### src/rtl/tcrt_pkg.sv
package tcrt_pkg;

    // register offsets on the plain register port
    localparam logic [3:0] TCRT_ADDR_BASIC_CTRL  = 4'h0;
    localparam logic [3:0] TCRT_ADDR_BASIC_MODE  = 4'h1;
    localparam logic [3:0] TCRT_ADDR_CNT0_LOW    = 4'h2;
    localparam logic [3:0] TCRT_ADDR_CNT0_HIGH   = 4'h3;
    localparam logic [3:0] TCRT_ADDR_CNT1_LOW    = 4'h4;
    localparam logic [3:0] TCRT_ADDR_CNT1_HIGH   = 4'h5;
    localparam logic [3:0] TCRT_ADDR_INT_EN      = 4'h6;
    // enhanced timer n sits at base + 4*n
    localparam logic [3:0] TCRT_ADDR_ENH_BASE    = 4'h8;
    localparam logic [1:0] TCRT_ENH_OFS_CTRL     = 2'h0;
    localparam logic [1:0] TCRT_ENH_OFS_CFG      = 2'h1;
    localparam logic [1:0] TCRT_ENH_OFS_RLD_LOW  = 2'h2;
    localparam logic [1:0] TCRT_ENH_OFS_RLD_HIGH = 2'h3;
    // enhanced count registers: offset unused, the counts are not mapped for reading
    localparam logic [3:0] TCRT_ADDR_ENH_CNT_BASE = 4'h0;

    // basic_timer_control fields (timer0 run/flag, timer1 run/flag)
    localparam int TCRT_CTRL_RUN0  = 4;
    localparam int TCRT_CTRL_FLAG0 = 5;
    localparam int TCRT_CTRL_RUN1  = 6;
    localparam int TCRT_CTRL_FLAG1 = 7;

    // basic_timer_mode_reg fields: timer0 in [3:0], timer1 in [7:4]
    localparam int TCRT_MODE_M_LSB  = 0;
    localparam int TCRT_MODE_GATE   = 3;
    localparam int TCRT_MODE_STRIDE = 4;

    // enhanced_timer_control fields
    localparam int TCRT_ECTL_CAPSEL = 0;
    localparam int TCRT_ECTL_CTSEL  = 1;
    localparam int TCRT_ECTL_RUN    = 2;
    localparam int TCRT_ECTL_DOWN   = 3;

    // enhanced_timer_config fields
    localparam int TCRT_ECFG_OE     = 1;
    localparam int TCRT_ECFG_TOGGLE = 2;

    localparam logic [7:0]  TCRT_RST_BYTE = 8'h00;
    localparam logic [15:0] TCRT_ALL_ONES = 16'hFFFF;
    localparam logic [7:0]  TCRT_BYTE_MAX = 8'hFF;

    typedef enum logic [1:0] {
        TCRT_MODE_13BIT  = 2'h0,
        TCRT_MODE_16BIT  = 2'h1,
        TCRT_MODE_RELOAD = 2'h2,
        TCRT_MODE_OFF    = 2'h3
    } tcrt_mode_e;

    typedef struct packed {
        logic       capsel;
        logic       ctsel;
        logic       run;
        logic       down;
        logic       oe;
        logic       level_wr;
        logic [7:0] level_data;
    } tcrt_enh_cfg_s;

endpackage

### src/rtl/tcrt_enh_timer.sv
`timescale 1ns/100ps
// one enhanced 16-bit timer with reload pair and toggle output
module tcrt_enh_timer #(
    parameter int WIDTH = 16
) (
    input  wire logic                 sys_clk,
    input  wire logic                 nrst,
    input  wire logic                 tick,
    input  wire tcrt_pkg::tcrt_enh_cfg_s cfg,
    input  wire logic [WIDTH-1:0]     reload_val,
    output logic [WIDTH-1:0]          count,
    output logic                      wrap,
    output logic                      toggle_level,
    output logic                      pin_out,
    output logic                      pin_oe_n
);
    logic counting;
    logic hit;

    // only reload timer mode with a running timer steps the count
    assign counting = cfg.run & tick & ~cfg.capsel & ~cfg.ctsel;
    // down: underflow on match with reload pair; up: on passing all ones
    assign hit  = cfg.down ? (count == reload_val) : (count == WIDTH'(tcrt_pkg::TCRT_ALL_ONES));
    assign wrap = counting & hit;

    always_ff @(posedge sys_clk) begin
        if (!nrst) begin
            count <= '0;
        end else if (counting) begin
            if (cfg.down) begin
                count <= hit ? WIDTH'(tcrt_pkg::TCRT_ALL_ONES) : count - 1'b1;
            end else begin
                count <= hit ? reload_val : count + 1'b1;
            end
        end
    end

    // written level wins so software can preset or hold the pin
    always_ff @(posedge sys_clk) begin
        if (!nrst) begin
            toggle_level <= 1'b0;
        end else if (cfg.level_wr) begin
            toggle_level <= cfg.level_data[tcrt_pkg::TCRT_ECFG_TOGGLE];
        end else if (wrap) begin
            toggle_level <= ~toggle_level;
        end
    end

    assign pin_out  = toggle_level & cfg.oe;
    assign pin_oe_n = ~cfg.oe;
endmodule

### src/rtl/tcrt_top.sv
`timescale 1ns/100ps
// Behaviour
// - mode 1 counts all 16 bits of low and high count registers, otherwise set up like the 13-bit mode.
// - auto-reload mode counts in the low register while the high register holds the reload value.
// - when the low count overflows at FF the overflow flag sets and the count loads from high instead of 00.
// - with the timer interrupt enabled a set overflow flag raises an interrupt request.
// - a reload never alters the reload register, so each period starts from the same value.
// - a basic timer counts only while run is set and either gate is 0 or the external input is low.
// - the second basic timer behaves the same with its own count, reload, flag and run bits.
// - only the enhanced timers toggle their pin, inverting it on each overflow or underflow.
// - counting down, an enhanced timer reloads all ones and underflows when it matches the reload pair.
// - counting up, an enhanced timer overflows past all ones and then loads the reload pair.
// - the toggle level reaches the pin only while the output enable config bit is 1.
// - setting the enhanced run bit starts the toggling when toggle output is configured.
// - config bit 2 reads the toggle level and a write forces the level.
// - square-wave frequency is the timer clock over twice (65536 minus the reload value).
module tcrt_top #(
    parameter int NUM_BASIC = 2,
    parameter int NUM_ENH   = 2
) (
    input  wire logic        sys_clk,
    input  wire logic        nrst,
    input  wire logic        basic_tick,
    input  wire logic        enh_tick,
    input  wire logic [1:0]  ext_irq_input_n,
    input  wire logic [3:0]  reg_addr,
    input  wire logic [7:0]  reg_wdata,
    input  wire logic        reg_wr,
    input  wire logic        reg_rd,
    output logic [7:0]       reg_rdata,
    output logic [1:0]       timer_irq,
    output logic             toggle_pin_a,
    output logic             toggle_pin_a_oe_n,
    output logic             toggle_pin_b,
    output logic             toggle_pin_b_oe_n
);
    logic [7:0]  basic_timer_control;
    logic [7:0]  basic_timer_mode_reg;
    logic [7:0]  int_enable;
    logic [7:0]  count_low_reg         [NUM_BASIC];
    logic [7:0]  count_high_reload_reg [NUM_BASIC];
    logic [NUM_BASIC-1:0] basic_ovf;
    logic [NUM_BASIC-1:0] overflow_flag;

    logic [7:0]  enhanced_timer_control [NUM_ENH];
    logic [7:0]  enhanced_timer_config  [NUM_ENH];
    logic [7:0]  reload_pair_low        [NUM_ENH];
    logic [7:0]  reload_pair_high       [NUM_ENH];
    logic [NUM_ENH-1:0] enh_level;
    logic [NUM_ENH-1:0] enh_pin;
    logic [NUM_ENH-1:0] enh_pin_oe_n;

    logic [7:0]  next_rdata;

    always_ff @(posedge sys_clk) begin
        if (!nrst) begin
            basic_timer_mode_reg <= tcrt_pkg::TCRT_RST_BYTE;
            int_enable           <= tcrt_pkg::TCRT_RST_BYTE;
        end else if (reg_wr) begin
            if (reg_addr == tcrt_pkg::TCRT_ADDR_BASIC_MODE) begin
                basic_timer_mode_reg <= reg_wdata;
            end
            if (reg_addr == tcrt_pkg::TCRT_ADDR_INT_EN) begin
                int_enable <= reg_wdata;
            end
        end
    end

    genvar gi;
    generate
        for (gi = 0; gi < NUM_BASIC; gi++) begin : g_basic
            localparam int RUN_BIT  = tcrt_pkg::TCRT_CTRL_RUN0 + 2 * gi;
            localparam int FLAG_BIT = tcrt_pkg::TCRT_CTRL_FLAG0 + 2 * gi;
            localparam int MB       = tcrt_pkg::TCRT_MODE_STRIDE * gi;
            localparam logic [3:0] A_LOW  = tcrt_pkg::TCRT_ADDR_CNT0_LOW + 4'(2 * gi);
            localparam logic [3:0] A_HIGH = tcrt_pkg::TCRT_ADDR_CNT0_HIGH + 4'(2 * gi);
            tcrt_pkg::tcrt_mode_e mode;
            logic run_ok;
            logic low_max;
            logic wr_low;
            logic wr_high;

            assign mode = tcrt_pkg::tcrt_mode_e'(basic_timer_mode_reg[MB + tcrt_pkg::TCRT_MODE_M_LSB +: 2]);
            assign run_ok = basic_timer_control[RUN_BIT]
                          & (~basic_timer_mode_reg[MB + tcrt_pkg::TCRT_MODE_GATE]
                             | ~ext_irq_input_n[gi]) & basic_tick;
            assign low_max = (count_low_reg[gi] == tcrt_pkg::TCRT_BYTE_MAX);
            assign wr_low  = reg_wr & (reg_addr == A_LOW);
            assign wr_high = reg_wr & (reg_addr == A_HIGH);

            // wrap decoded before the edge so the flag sets on the same edge as the count
            always_comb begin
                case (mode)
                    tcrt_pkg::TCRT_MODE_13BIT: begin
                        basic_ovf[gi] = run_ok & (count_low_reg[gi][4:0] == 5'h1F)
                                      & (count_high_reload_reg[gi] == tcrt_pkg::TCRT_BYTE_MAX);
                    end
                    tcrt_pkg::TCRT_MODE_16BIT: begin
                        basic_ovf[gi] = run_ok & low_max
                                      & (count_high_reload_reg[gi] == tcrt_pkg::TCRT_BYTE_MAX);
                    end
                    tcrt_pkg::TCRT_MODE_RELOAD: begin
                        basic_ovf[gi] = run_ok & low_max;
                    end
                    default: begin
                        basic_ovf[gi] = 1'b0;
                    end
                endcase
            end

            // low count: software write wins over counting
            always_ff @(posedge sys_clk) begin
                if (!nrst) begin
                    count_low_reg[gi] <= tcrt_pkg::TCRT_RST_BYTE;
                end else if (wr_low) begin
                    count_low_reg[gi] <= reg_wdata;
                end else if (run_ok) begin
                    case (mode)
                        tcrt_pkg::TCRT_MODE_13BIT: begin
                            count_low_reg[gi] <= {3'h0, 5'(count_low_reg[gi][4:0] + 5'h01)};
                        end
                        tcrt_pkg::TCRT_MODE_16BIT: begin
                            count_low_reg[gi] <= count_low_reg[gi] + 8'h01;
                        end
                        tcrt_pkg::TCRT_MODE_RELOAD: begin
                            count_low_reg[gi] <= low_max ? count_high_reload_reg[gi]
                                                         : count_low_reg[gi] + 8'h01;
                        end
                        default: begin
                            count_low_reg[gi] <= count_low_reg[gi];
                        end
                    endcase
                end
            end

            // high byte is only a count in modes 0/1; in reload mode it is held
            always_ff @(posedge sys_clk) begin
                if (!nrst) begin
                    count_high_reload_reg[gi] <= tcrt_pkg::TCRT_RST_BYTE;
                end else if (wr_high) begin
                    count_high_reload_reg[gi] <= reg_wdata;
                end else if (run_ok) begin
                    case (mode)
                        tcrt_pkg::TCRT_MODE_13BIT: begin
                            if (count_low_reg[gi][4:0] == 5'h1F) begin
                                count_high_reload_reg[gi] <= count_high_reload_reg[gi] + 8'h01;
                            end
                        end
                        tcrt_pkg::TCRT_MODE_16BIT: begin
                            if (low_max) begin
                                count_high_reload_reg[gi] <= count_high_reload_reg[gi] + 8'h01;
                            end
                        end
                        default: begin
                            count_high_reload_reg[gi] <= count_high_reload_reg[gi];
                        end
                    endcase
                end
            end

            // flag: an overflow in the clearing cycle still sets it
            always_ff @(posedge sys_clk) begin
                if (!nrst) begin
                    overflow_flag[gi] <= 1'b0;
                end else if (basic_ovf[gi]) begin
                    overflow_flag[gi] <= 1'b1;
                end else if (reg_wr && reg_addr == tcrt_pkg::TCRT_ADDR_BASIC_CTRL) begin
                    overflow_flag[gi] <= reg_wdata[FLAG_BIT];
                end
            end

            assign timer_irq[gi] = overflow_flag[gi] & int_enable[gi];
        end
    endgenerate

    // run bits and low nibble held; flag bits live in overflow_flag
    logic [7:0] ctrl_store;
    always_ff @(posedge sys_clk) begin
        if (!nrst) begin
            ctrl_store <= tcrt_pkg::TCRT_RST_BYTE;
        end else if (reg_wr && reg_addr == tcrt_pkg::TCRT_ADDR_BASIC_CTRL) begin
            ctrl_store <= reg_wdata;
        end
    end

    always_comb begin
        basic_timer_control = ctrl_store;
        basic_timer_control[tcrt_pkg::TCRT_CTRL_FLAG0] = overflow_flag[0];
        basic_timer_control[tcrt_pkg::TCRT_CTRL_FLAG1] = overflow_flag[1];
    end

    generate
        for (gi = 0; gi < NUM_ENH; gi++) begin : g_enh
            // four registers per timer; the low address bits pick one
            localparam logic [3:0] BASE = tcrt_pkg::TCRT_ADDR_ENH_BASE + 4'(4 * gi);
            tcrt_pkg::tcrt_enh_cfg_s cfg;
            logic sel;

            assign sel = reg_wr & (reg_addr[3:2] == BASE[3:2]);

            always_ff @(posedge sys_clk) begin
                if (!nrst) begin
                    enhanced_timer_control[gi] <= tcrt_pkg::TCRT_RST_BYTE;
                    enhanced_timer_config[gi]  <= tcrt_pkg::TCRT_RST_BYTE;
                    reload_pair_low[gi]        <= tcrt_pkg::TCRT_RST_BYTE;
                    reload_pair_high[gi]       <= tcrt_pkg::TCRT_RST_BYTE;
                end else if (sel) begin
                    case (reg_addr[1:0])
                        tcrt_pkg::TCRT_ENH_OFS_CTRL: begin
                            enhanced_timer_control[gi] <= reg_wdata;
                        end
                        tcrt_pkg::TCRT_ENH_OFS_CFG: begin
                            enhanced_timer_config[gi] <= reg_wdata;
                        end
                        tcrt_pkg::TCRT_ENH_OFS_RLD_LOW: begin
                            reload_pair_low[gi] <= reg_wdata;
                        end
                        default: begin
                            reload_pair_high[gi] <= reg_wdata;
                        end
                    endcase
                end
            end

            assign cfg.capsel     = enhanced_timer_control[gi][tcrt_pkg::TCRT_ECTL_CAPSEL];
            assign cfg.ctsel      = enhanced_timer_control[gi][tcrt_pkg::TCRT_ECTL_CTSEL];
            assign cfg.run        = enhanced_timer_control[gi][tcrt_pkg::TCRT_ECTL_RUN];
            assign cfg.down       = enhanced_timer_control[gi][tcrt_pkg::TCRT_ECTL_DOWN];
            assign cfg.oe         = enhanced_timer_config[gi][tcrt_pkg::TCRT_ECFG_OE];
            assign cfg.level_wr   = sel & (reg_addr[1:0] == tcrt_pkg::TCRT_ENH_OFS_CFG);
            assign cfg.level_data = reg_wdata;

            tcrt_enh_timer #(
                .WIDTH(16)
            ) u_enh (
                .sys_clk      (sys_clk),
                .nrst         (nrst),
                .tick         (enh_tick),
                .cfg          (cfg),
                .reload_val   ({reload_pair_high[gi], reload_pair_low[gi]}),
                .count        (),
                .wrap         (),
                .toggle_level (enh_level[gi]),
                .pin_out      (enh_pin[gi]),
                .pin_oe_n     (enh_pin_oe_n[gi])
            );
        end
    endgenerate

    // enable follows the config bit even while the timer is stopped
    assign toggle_pin_a      = enh_pin[0];
    assign toggle_pin_a_oe_n = enh_pin_oe_n[0];
    assign toggle_pin_b      = enh_pin[1];
    assign toggle_pin_b_oe_n = enh_pin_oe_n[1];

    // read mux; count words of enhanced timers at 0x0 page is not mapped
    always_comb begin
        next_rdata = 8'h00;
        case (reg_addr)
            tcrt_pkg::TCRT_ADDR_BASIC_CTRL: begin
                next_rdata = basic_timer_control;
            end
            tcrt_pkg::TCRT_ADDR_BASIC_MODE: begin
                next_rdata = basic_timer_mode_reg;
            end
            tcrt_pkg::TCRT_ADDR_CNT0_LOW: begin
                next_rdata = count_low_reg[0];
            end
            tcrt_pkg::TCRT_ADDR_CNT0_HIGH: begin
                next_rdata = count_high_reload_reg[0];
            end
            tcrt_pkg::TCRT_ADDR_CNT1_LOW: begin
                next_rdata = count_low_reg[1];
            end
            tcrt_pkg::TCRT_ADDR_CNT1_HIGH: begin
                next_rdata = count_high_reload_reg[1];
            end
            tcrt_pkg::TCRT_ADDR_INT_EN: begin
                next_rdata = int_enable;
            end
            4'h8, 4'hC: next_rdata = enhanced_timer_control[reg_addr[2]];
            4'h9, 4'hD: begin
                next_rdata = enhanced_timer_config[reg_addr[2]];
                next_rdata[tcrt_pkg::TCRT_ECFG_TOGGLE] = enh_level[reg_addr[2]];
            end
            4'hA, 4'hE: next_rdata = reload_pair_low[reg_addr[2]];
            4'hB, 4'hF: next_rdata = reload_pair_high[reg_addr[2]];
            default:    next_rdata = 8'h00;
        endcase
    end

    // read data stand one cycle only; idle zero keeps the bus quiet
    always_ff @(posedge sys_clk) begin
        if (!nrst) begin
            reg_rdata <= 8'h00;
        end else if (reg_rd) begin
            reg_rdata <= next_rdata;
        end else begin
            reg_rdata <= 8'h00;
        end
    end
endmodule

### config.mk
export PLATFORM = sky130hd
export DESIGN_NAME = tcrt_top
export DESIGN_NICKNAME = d
export VERILOG_FILES = /design/src/rtl/tcrt_pkg.sv /design/src/rtl/tcrt_enh_timer.sv /design/src/rtl/tcrt_top.sv
export SDC_FILE = /design/constraint.sdc
export NUM_CORES = 1
export LEC_CHECK = 0
export ABC_AREA = 0
export BUFFER_PORTS_ARGS = -buffer_cell sky130_fd_sc_hd__buf_2
export CORE_UTILIZATION = 42
export CTS_BUF_LIST = sky130_fd_sc_hd__clkbuf_4 sky130_fd_sc_hd__clkbuf_8 sky130_fd_sc_hd__clkbuf_16
export DETAILED_ROUTE_END_ITERATION = 10
export PLACE_DENSITY = 0.57
export SETUP_SLACK_MARGIN = 0.5
export SLEW_MARGIN = 10
export SYNTH_ARGS = -nofsm -noshare
export SYNTH_HDL_FRONTEND = slang
export SYNTH_HIERARCHICAL = 1
export SYNTH_SLANG_ARGS = --single-unit
### constraint.sdc
create_clock -name sys_clk -period 2.95 [get_ports sys_clk]
set_clock_uncertainty 0.2 [all_clocks]
set_input_delay 0.885 -clock sys_clk [delete_from_list [all_inputs] [get_ports sys_clk]]
set_output_delay 0.885 -clock sys_clk [all_outputs]
set_load 0.05 [all_outputs]
# Word level (Yosys, flattened, before mapping)
# Memories as Yosys holds them, arrays and structs flattened.
# Index checks and enable logic that the tools add are counted.
dict set report totals {
  regBits 67
  ramBits 96
  in_bits 20
  elab_cells 316
  n_memories 6
}
# name depth word_bits read_ports rd_ports_with_merged_regs wr line_no
set mem_list {}
lappend mem_list {count_high_reload_reg 2 8 2 0 2 tcrt_top.sv:41} ;# logic [7:0] count_high_reload_reg [NUM_BASIC];
lappend mem_list {count_low_reg 2 8 2 0 2 tcrt_top.sv:40} ;# logic [7:0] count_low_reg [NUM_BASIC];
lappend mem_list {enhanced_timer_config 2 8 3 0 2 tcrt_top.sv:46} ;# logic [7:0] enhanced_timer_config [NUM_ENH];
lappend mem_list {enhanced_timer_control 2 8 3 0 2 tcrt_top.sv:45} ;# logic [7:0] enhanced_timer_control [NUM_ENH];
lappend mem_list {reload_pair_high 2 8 3 0 2 tcrt_top.sv:48} ;# logic [7:0] reload_pair_high [NUM_ENH];
lappend mem_list {reload_pair_low 2 8 3 0 2 tcrt_top.sv:47} ;# logic [7:0] reload_pair_low [NUM_ENH];
dict set report classes {
  addsub 10
  magnitude_cmp 1
  eq_ne 32
  n_mux 164
  n_bitwise 72
  reduce_logical 21
}
# cell count
set ops {}
lappend ops {{2-to-1 mux 8 bit} 28}
lappend ops {{2-to-1 mux 1 bit} 127}
lappend ops {{2-to-1 mux 16 bit} 6}
lappend ops {{one-hot mux 8 bit (11 select lines)} 1}
lappend ops {{adder 16 x 1 -> 16 bit, second input constant} 2}
lappend ops {{adder 8 x 1 -> 8 bit, second input constant} 4}
lappend ops {{bitwise AND 1 bit} 32}
lappend ops {{equality test 16 bit} 2}
lappend ops {{equality test 16 bit, second input constant} 2}
lappend ops {{equality test 4 bit, second input constant} 8}
lappend ops {{equality test 8 bit, second input constant} 4}
lappend ops {{subtractor 16 x 1 -> 16 bit, second input constant} 2}
lappend ops {{OR 1 bit} 28}
lappend ops {{equality test 4 x 3 -> 1 bit, second input constant} 3}
lappend ops {{inverter 1 bit} 12}
lappend ops {{OR reduction 2 bit} 6}
lappend ops {{adder 5 x 1 -> 5 bit, second input constant} 2}
lappend ops {{equality test 2 bit, second input constant} 5}
lappend ops {{equality test 5 bit, second input constant} 2}
lappend ops {{OR reduction 3 bit} 3}
lappend ops {{equality test 4 x 2 -> 1 bit, second input constant} 2}
lappend ops {{nonzero test 2 bit} 4}
lappend ops {{equality test 2 x 1 -> 1 bit, second input constant} 3}
lappend ops {{logical NOT 2 bit} 3}
lappend ops {{other kinds (6)} 9}

# Depth between registers and ports, before layout
# Gate-level depths: netlist of the first run.
dict set report logic_depth {
  word_depth 12
  ltp_mapped 10
  depth_no_buf 8
}

# Cells and area by module
# Netlist of the first run, hierarchy kept.
# mod n_inst cells_each area_each_um2 seq_area_each_um2
set modules_own_cells {}
lappend modules_own_cells {tcrt_top 1 675 6956.7 3463.3}
lappend modules_own_cells {{tcrt_enh_timer (g_enh[1].u_enh)} 1 276 1946.9 340.3}
lappend modules_own_cells {{tcrt_enh_timer (g_enh[0].u_enh)} 1 268 1944.4 340.3}

# Least setup slack after synthesis of the first run
# No wires, ideal clock.
dict set report synth_timing {
  kind {input-to-reg}
  start {input reg_addr[1]}
  end {memory reload_pair_low[0][0] (enable)}
  t_arrival_ps 2282
  required_time_ps 2366
  slack_ps 84
  stages 5
  cell_sequence {buf_2 nor2b_1 nand2_1 clkbuf_1 o21ai_0}
}
# element line_no
set synth_rtl {}
lappend synth_rtl {{start: declaration} tcrt_top.sv:26} ;# input wire logic [3:0] reg_addr,
lappend synth_rtl {{end: declaration} tcrt_top.sv:47}

==> summary.md, run 1 <==
| Metric | Value |
|---|---|
| Outcome | `complete, no violations` |
| Vias in the first global route | `9918` |
| Setup ws final | `0.2940 ns` |
| Max reg flops | `32` |
| ANT nets after route | `0` |
| Crit path arrival time | `2.78 ns` |
| RePlAce Congestion | `0.9428` |
| RSZ-0062 raised after global routing | `true` |
| Final std cell area, no fill | `13100 µm²` |
| R2R Path End | `g_enh[0].u_enh/count[15]` |
| Final period util | `90.03%` |
| Final-report setup violation count | `0` |
| Final min period | `between 2 and 3 ns` |
| Synthesized area per cell | `just under 9 µm²` |
| Wire length per cell | `22.93 µm` |
| CP Class | `register to register` |
| Syn_nets | `between 1k and 1.5k` |
| Static Leak | `between 4 and 5 nW` |
| Hold Path Class | `register to register` |
| First-pass GRT wire length | `58480 µm` |
| CP Depth | `10` |
| Max_slew headroom | `59.59%` |
| Setup TNS | `0 ns` |
| Total number of vias | `10.21k` |
| Core Footprint | `approximately 25000 µm²` |
| Dpl hpwl | `25190 µm` |
| # port buffers | `33` |
| Drt pass-1 iters | `5` |
| TritonCTS clock tree | `done` |
| Setup crit start kind | `register` |
| Seq pwr share | `approximately 45%` |
| Combinational power share | `~16%` |
| Worst Path Required | `between 3 and 4 ns` |
| Final hold violations | `0` |
| Nets | `between 1k and 1.5k` |
| Fillcell total | `2360` |
| Antenna fix cells | `0` |
| Cell-internal power | `about 4.0 mW` |
| Worst-Margin Slew | `slightly above 0.6 ns` |
| Fmax | `approximately 380 MHz` |
| Max incr delay on CP | `roughly 0.44 ns` |
| Net Sw Frac | `between 30% and 40%` |
| Crit path from | `enhanced_timer_control[0][3]` |
| Total Routing Usage GR | `28.92%` |
| Mapped Area | `10840 µm²` |
| Die width | `162.7 µm` |
| Dpl cell area | `roughly 12000 µm²` |
| Clock Power Share | `around two fifths` |
| Synth Instances | `about 1.2k` |
| Top Metal Used | `met4` |
| Max VDD drop | `between 0.0003 and 0.0004 V` |
| Dpl ws | `0.08975 ns` |
| Clock transition at path regs | `around 0.080 ns` |
| CTS Sinks | `between 150 and 200` |
| Buffers and inverters on the worst path | `4` |
| Area grow syn2layout | `20.79%` |
| Drt total wl | `approximately 37000 µm` |
| CTS Root Cell | `clkbuf_16` |
| WL met1 | `15790 µm` |
| H-tree level count | `4` |
| Routed via count divided by cell count | `6.300` |
| DR WL met3 | `2549 µm` |
| Max clock buf depth | `2` |
| CP delay by family, top | `compound AO/OA/AOI/OAI gates` |
| Worst setup endpoint | `g_enh[0].u_enh/count[15]` |
| Power Density | `between 400 and 500 nW/µm²` |
| Initial drt markers | `886` |
| Initial Util | `approximately 43%` |
| DIE HEIGHT | `between 150 and 200 µm` |
| Worst-case reg-to-reg path depth | `10` |
| Row Count | `between 50 and 60` |
| CP Max Fanout | `5` |
| Max cap viols | `0` |
| DRC | `0` |
| YS warnings | `6` |
| Metal2 WL | `between 15000 and 20000 µm` |
| TritonCTS Buffers | `17` |
| Largest net degree at the start of global routing | `34` |
| Crit. End Element | `register` |
| Worst r2r src | `enhanced_timer_control[0][3]` |
| Initial antenna violation count | `0` |
| Die area | `26470 µm²` |
| Worst reg-to-reg setup slack | `0.29 ns` |
| Hold Crit Start | `int_enable[3]` |
| Clock latency on the worst-skew pair | `0.44 ns` |
| Critical Path Slowest Stage Cell | `edfxtp_1` |
| Io pins | `34` |
| Gr ovfl total | `0` |
| Sw Pwr | `1.851 mW` |
| Fin. max-slew vios | `0` |
| CP cell instances | `buf_6 > buf_12 > or3b_4 > o22ai_4 > o32ai_4 > nor4_4 > buf_6 > buf_12 > o21ai_2 > a2111oi_2` |
| Reg with most FFs | `g_enh.u_enh/count` |
| Layout cells sized above 1 | `23.86%` |
==> tightest hold or removal path, cell delays in order (launching register included) <==
cell and delay (ns):
dfxtp_1 0.31, o21ai_0 0.06, a21oi_1 0.06
==> through the flow <==
step                utilization [%]  total power [mW]  hold WS (ns)  instances
detailed placement            46.40             3.529        0.2659       1559
global route                  51.87             6.099        0.3027       1621
CTS                           51.08             5.873        0.2761       1618
floorplan                         -             3.199        0.2502       1218
finish                        51.87             5.897        0.2789       1621
global placement              46.40             3.524        0.2572       1559
==> repair_timing <==
item                                    in CTS  in global routing
hold endpoints to repair                     0                  0
hold buffers                                 0                  0
pin swaps                                   11                 17
gates cloned                                 6                  0
endpoints found under the setup margin      49                 60
setup buffers                               21                  3
gates resized for setup                     53                 33
==> how the worst min path moves through the flow <==
| stage | end | slack [ns] | cells past startpoint |
|---|---|---|---|
| final | int_enable[3] | 0.28 | 2 |
| after CTS | int_enable[3] | 0.28 | 2 |
| after floorplan | int_enable[3] | 0.25 | 2 |
| after global placement | int_enable[3] | 0.26 | 2 |
| after detailed placement | int_enable[3] | 0.27 | 2 |
| after global routing | int_enable[5] | 0.30 | 2 |
==> power groups by stage <==
stage / clock, mW / combinational (mW) / sequential, mW
floorplan: 0 / 0.591 / 2.61
global placement: 0 / 0.834 / 2.69
detailed placement: 0 / 0.839 / 2.69
CTS: 2.33 / 0.900 / 2.64
global route: 2.42 / 1.02 / 2.67
finish: 2.30 / 0.949 / 2.65
==> layout make-up <==
| class | count | area (µm²) | share of cell area (%) |
|---|---|---|---|
| timing repair inverter | 1 | 7.507 | 0.05731 |
| clock buffer | 18 | 450.4 | 3.439 |
| inverter | 27 | 105.1 | 0.8024 |
| multi-input combinational | 928 | 6586 | 50.28 |
| timing repair buffer | 143 | 1227 | 9.371 |
| tap | 330 | 412.9 | 3.152 |
| sequential | 160 | 4150 | 31.68 |
| clock inverter | 14 | 158.9 | 1.213 |
==> layout by cell type (no fill, tap or decap), drive strengths merged, types with 15 or more instances in the layout <==
cell and n:
a21oi 64, a31oi 24, nor3 37, o211ai 21
and2 60, inv 33, nand2 127, xnor2 17
nor2 66, xor2 31, and3 25, nor4 27
o21ai 69, nand3 41, a211oi 15, clkbuf 18
edfxtp 94, mux2i 43, dfxtp 66, buf 140
==> layer usage <==
metal | vias to the layer above | track usage [%]
met2 | 452 | 47.43
met4 | 0 | 10.24
met5 | - | 0
met3 | 69 | 3.972
met1 | 4974 | 38.82
li1 | 4718 | -
(Power assumes the default switching activity.)
==> inputs of run 2 (changes only) <==
--- a/config.mk
+++ b/config.mk
@@ -7,10 +7,10 @@
 export LEC_CHECK = 0
 export ABC_AREA = 0
 export BUFFER_PORTS_ARGS = -buffer_cell sky130_fd_sc_hd__buf_2
-export CORE_UTILIZATION = 42
+export CORE_UTILIZATION = 24
 export CTS_BUF_LIST = sky130_fd_sc_hd__clkbuf_4 sky130_fd_sc_hd__clkbuf_8 sky130_fd_sc_hd__clkbuf_16
 export DETAILED_ROUTE_END_ITERATION = 10
-export PLACE_DENSITY = 0.57
+export PLACE_DENSITY = 0.37
 export SETUP_SLACK_MARGIN = 0.5
 export SLEW_MARGIN = 10
 export SYNTH_ARGS = -nofsm -noshare
==> run 2 against run 1 <==
Largest power group unchanged. Final cell count is 19% higher. Highest routed layer unchanged. Final area is 6.6% higher. Non-clock buffer count is 40 higher. Wire length is 17% higher. Clock-buffer cell count is 3 higher. First-iteration DRC count is 20% lower.
==> summary.md, run 2 (synthesis gave the netlist of run 1 again) <==
| Metric | Value |
|---|---|
| RePlAce Congestion | `0.8149 (-14%)` |
| Max clock buf depth | `2 (unchanged)` |
| Area grow syn2layout | `28.76%` |
| Fillcell total | `4693 (+99%)` |
| Vias in the first global route | `10.08k (+1.7%)` |
| DRC | `0 (unchanged)` |
| CP Class | `register to register` |
| CP Max Fanout | `6 (+1)` |
| Layout cells sized above 1 | `25.41% (+1.6 points)` |
| Die width | `214.6 µm (+32%)` |
| Static Leak | `4.994 nW (+6.4%)` |
| Outcome | `complete, no violations` |
| Row Count | `77 (+33%)` |
| Power Total | `6.156 mW (+4.4%)` |
| Routed via count divided by cell count | `5.237 (-17%)` |
| Total Routing Usage GR | `19.10% (-9.8 points)` |
| Reg with most FFs | `g_enh.u_enh/count` |
| Drt total wl | `43650 µm (+17%)` |
| Final hold violations | `0 (unchanged)` |
| Final min period | `2.689 ns (+0.03280 ns)` |
| Hold Path Class | `register to register` |
| # port buffers | `33 (unchanged)` |
| Initial Util | `24.42% (-19 points)` |
| Most common cell after layout, fill and taps aside | `nand2_1` |
| First-pass GRT wire length | `65860 µm (+13%)` |
| Commonest non-fill, non-tap cells in the layout | `nand2_1, buf_4, edfxtp_1, nor2_1, a21oi_1` |
| CTS Sinks | `160 (unchanged)` |
| Crit. End Element | `register` |
| Max VDD drop | `0.0002501 V (-26%)` |
| Io pins | `34 (unchanged)` |
| Worst-Margin Slew | `0.7055 ns (+0.1016 ns)` |
| Fmax | `371.9 MHz (-1.2%)` |
| Nets | `1347 (+3.0%)` |
| TritonCTS clock tree | `done` |
| H-tree level count | `4 (unchanged)` |
| Final period util | `91.14% (+1.1 points)` |
| Setup TNS | `0 ns (unchanged)` |
| Max reg flops | `32 (unchanged)` |
| Wire length per cell | `22.71 µm (-0.94%)` |
| ANT nets after route | `0 (unchanged)` |
| Drt pass-1 iters | `5 (unchanged)` |
| DIE HEIGHT | `214.6 µm (+32%)` |
| Die area | `46040 µm² (+74%)` |
| Final-report setup violation count | `0 (unchanged)` |
| Crit path arrival time | `2.81 ns (+0.03 ns)` |
| Clock latency on the worst-skew pair | `0.45 ns (about the same)` |
| Setup crit start kind | `register` |
| Power Density | `440.9 nW/µm² (-2.1%)` |
| Core Footprint | `44410 µm² (+76%)` |
| Total number of vias | `10.07k (-1.4%)` |
| Max_slew headroom | `52.60% (-7.0 points)` |
| Worst Path Required | `3.07 ns (about the same)` |
| Gr ovfl total | `0 (unchanged)` |
| RSZ-0062 raised after global routing | `true` |
| TritonCTS Buffers | `17 (unchanged)` |
| CTS Hold Bufs | `0 (unchanged)` |
| Clock transition at path regs | `0.07 ns (about the same)` |
| Initial drt markers | `713 (-20%)` |
| Dpl hpwl | `30360 µm (+21%)` |
| Antenna fix cells | `0 (unchanged)` |
| Fin. max-slew vios | `0 (unchanged)` |
| CTS Root Cell | `clkbuf_16` |
| Max cap viols | `0 (unchanged)` |
| Initial antenna violation count | `0 (unchanged)` |
| Largest net degree at the start of global routing | `44 (+29%)` |
==> run 2: metal layers <==
layer | up-vias | wire length (µm) | track usage [%]
met1 | 5018 | 20150 | 25.22
met3 | 43 | 1439 | 2.979
li1 | 4801 | - | -
met2 | 204 | 21250 | 32.28
met4 | 0 | 803 | 5.000
met5 | - | 0 | 0
==> run 2: power breakdown <==
group	switching, mW	internal, mW	total (mW)
sequential	0.173	2.47	2.65
combinational	0.606	0.406	1.01
clock	1.03	1.47	2.50
total	1.81	4.35	6.16
==> run 2: path summary, 6_finish.rpt <==
check,from,to,slack [ns],cells after the start
worst max-delay path,enhanced_timer_control[0][3],g_enh[0].u_enh/count[15],0.26,12
worst min-delay path,int_enable[3],int_enable[3],0.28,2
worst max register to register,enhanced_timer_control[0][3],g_enh[0].u_enh/count[15],0.26,12
worst min register to register,int_enable[3],int_enable[3],0.28,2
==> run 2: worst max-delay path, stage by stage (launching register included) <==
cell	delay (ns)
edfxtp_1	0.43
buf_12	0.15
buf_6	0.09
or3b_1	0.35
o22ai_2	0.17
o32ai_4	0.13
nor4_4	0.29
buf_6	0.17
buf_6	0.12
buf_12	0.10
buf_16	0.12
and3b_1	0.19
a2111oi_2	0.05
==> run 2: final cells by class <==
type	count	area (µm²)	area share (%)
tap	592	740.7	5.305
sequential	160	4149	29.71
inverter	27	110.1	0.7885
clock buffer	21	455.4	3.262
multi-input combinational	928	6573	47.07
clock inverter	11	180.2	1.290
timing repair buffer	183	1755	12.57
==> run 2: stage by stage <==
step,setup WS (ns),instance area [µm²],instances,utilization (%),hold WS (ns)
final,0.2612,13960,1922,31.44,0.2809
after CTS,0.2735,13770,1915,31.00,0.2820
after global routing,0.1640,13960,1922,31.44,0.3068
after global placement,0.04162,12320,1846,27.74,0.2586
after floorplan,0.3734,10970,1218,-,0.2502
after detailed placement,0.03283,12320,1846,27.74,0.2711
==> run 2: what timing repair did <==
item                       CTS  global route
pin swaps                   23            19
gates cloned                 9             1
setup endpoints to repair   58            62
setup buffers               28             6
gates resized for setup     70            26
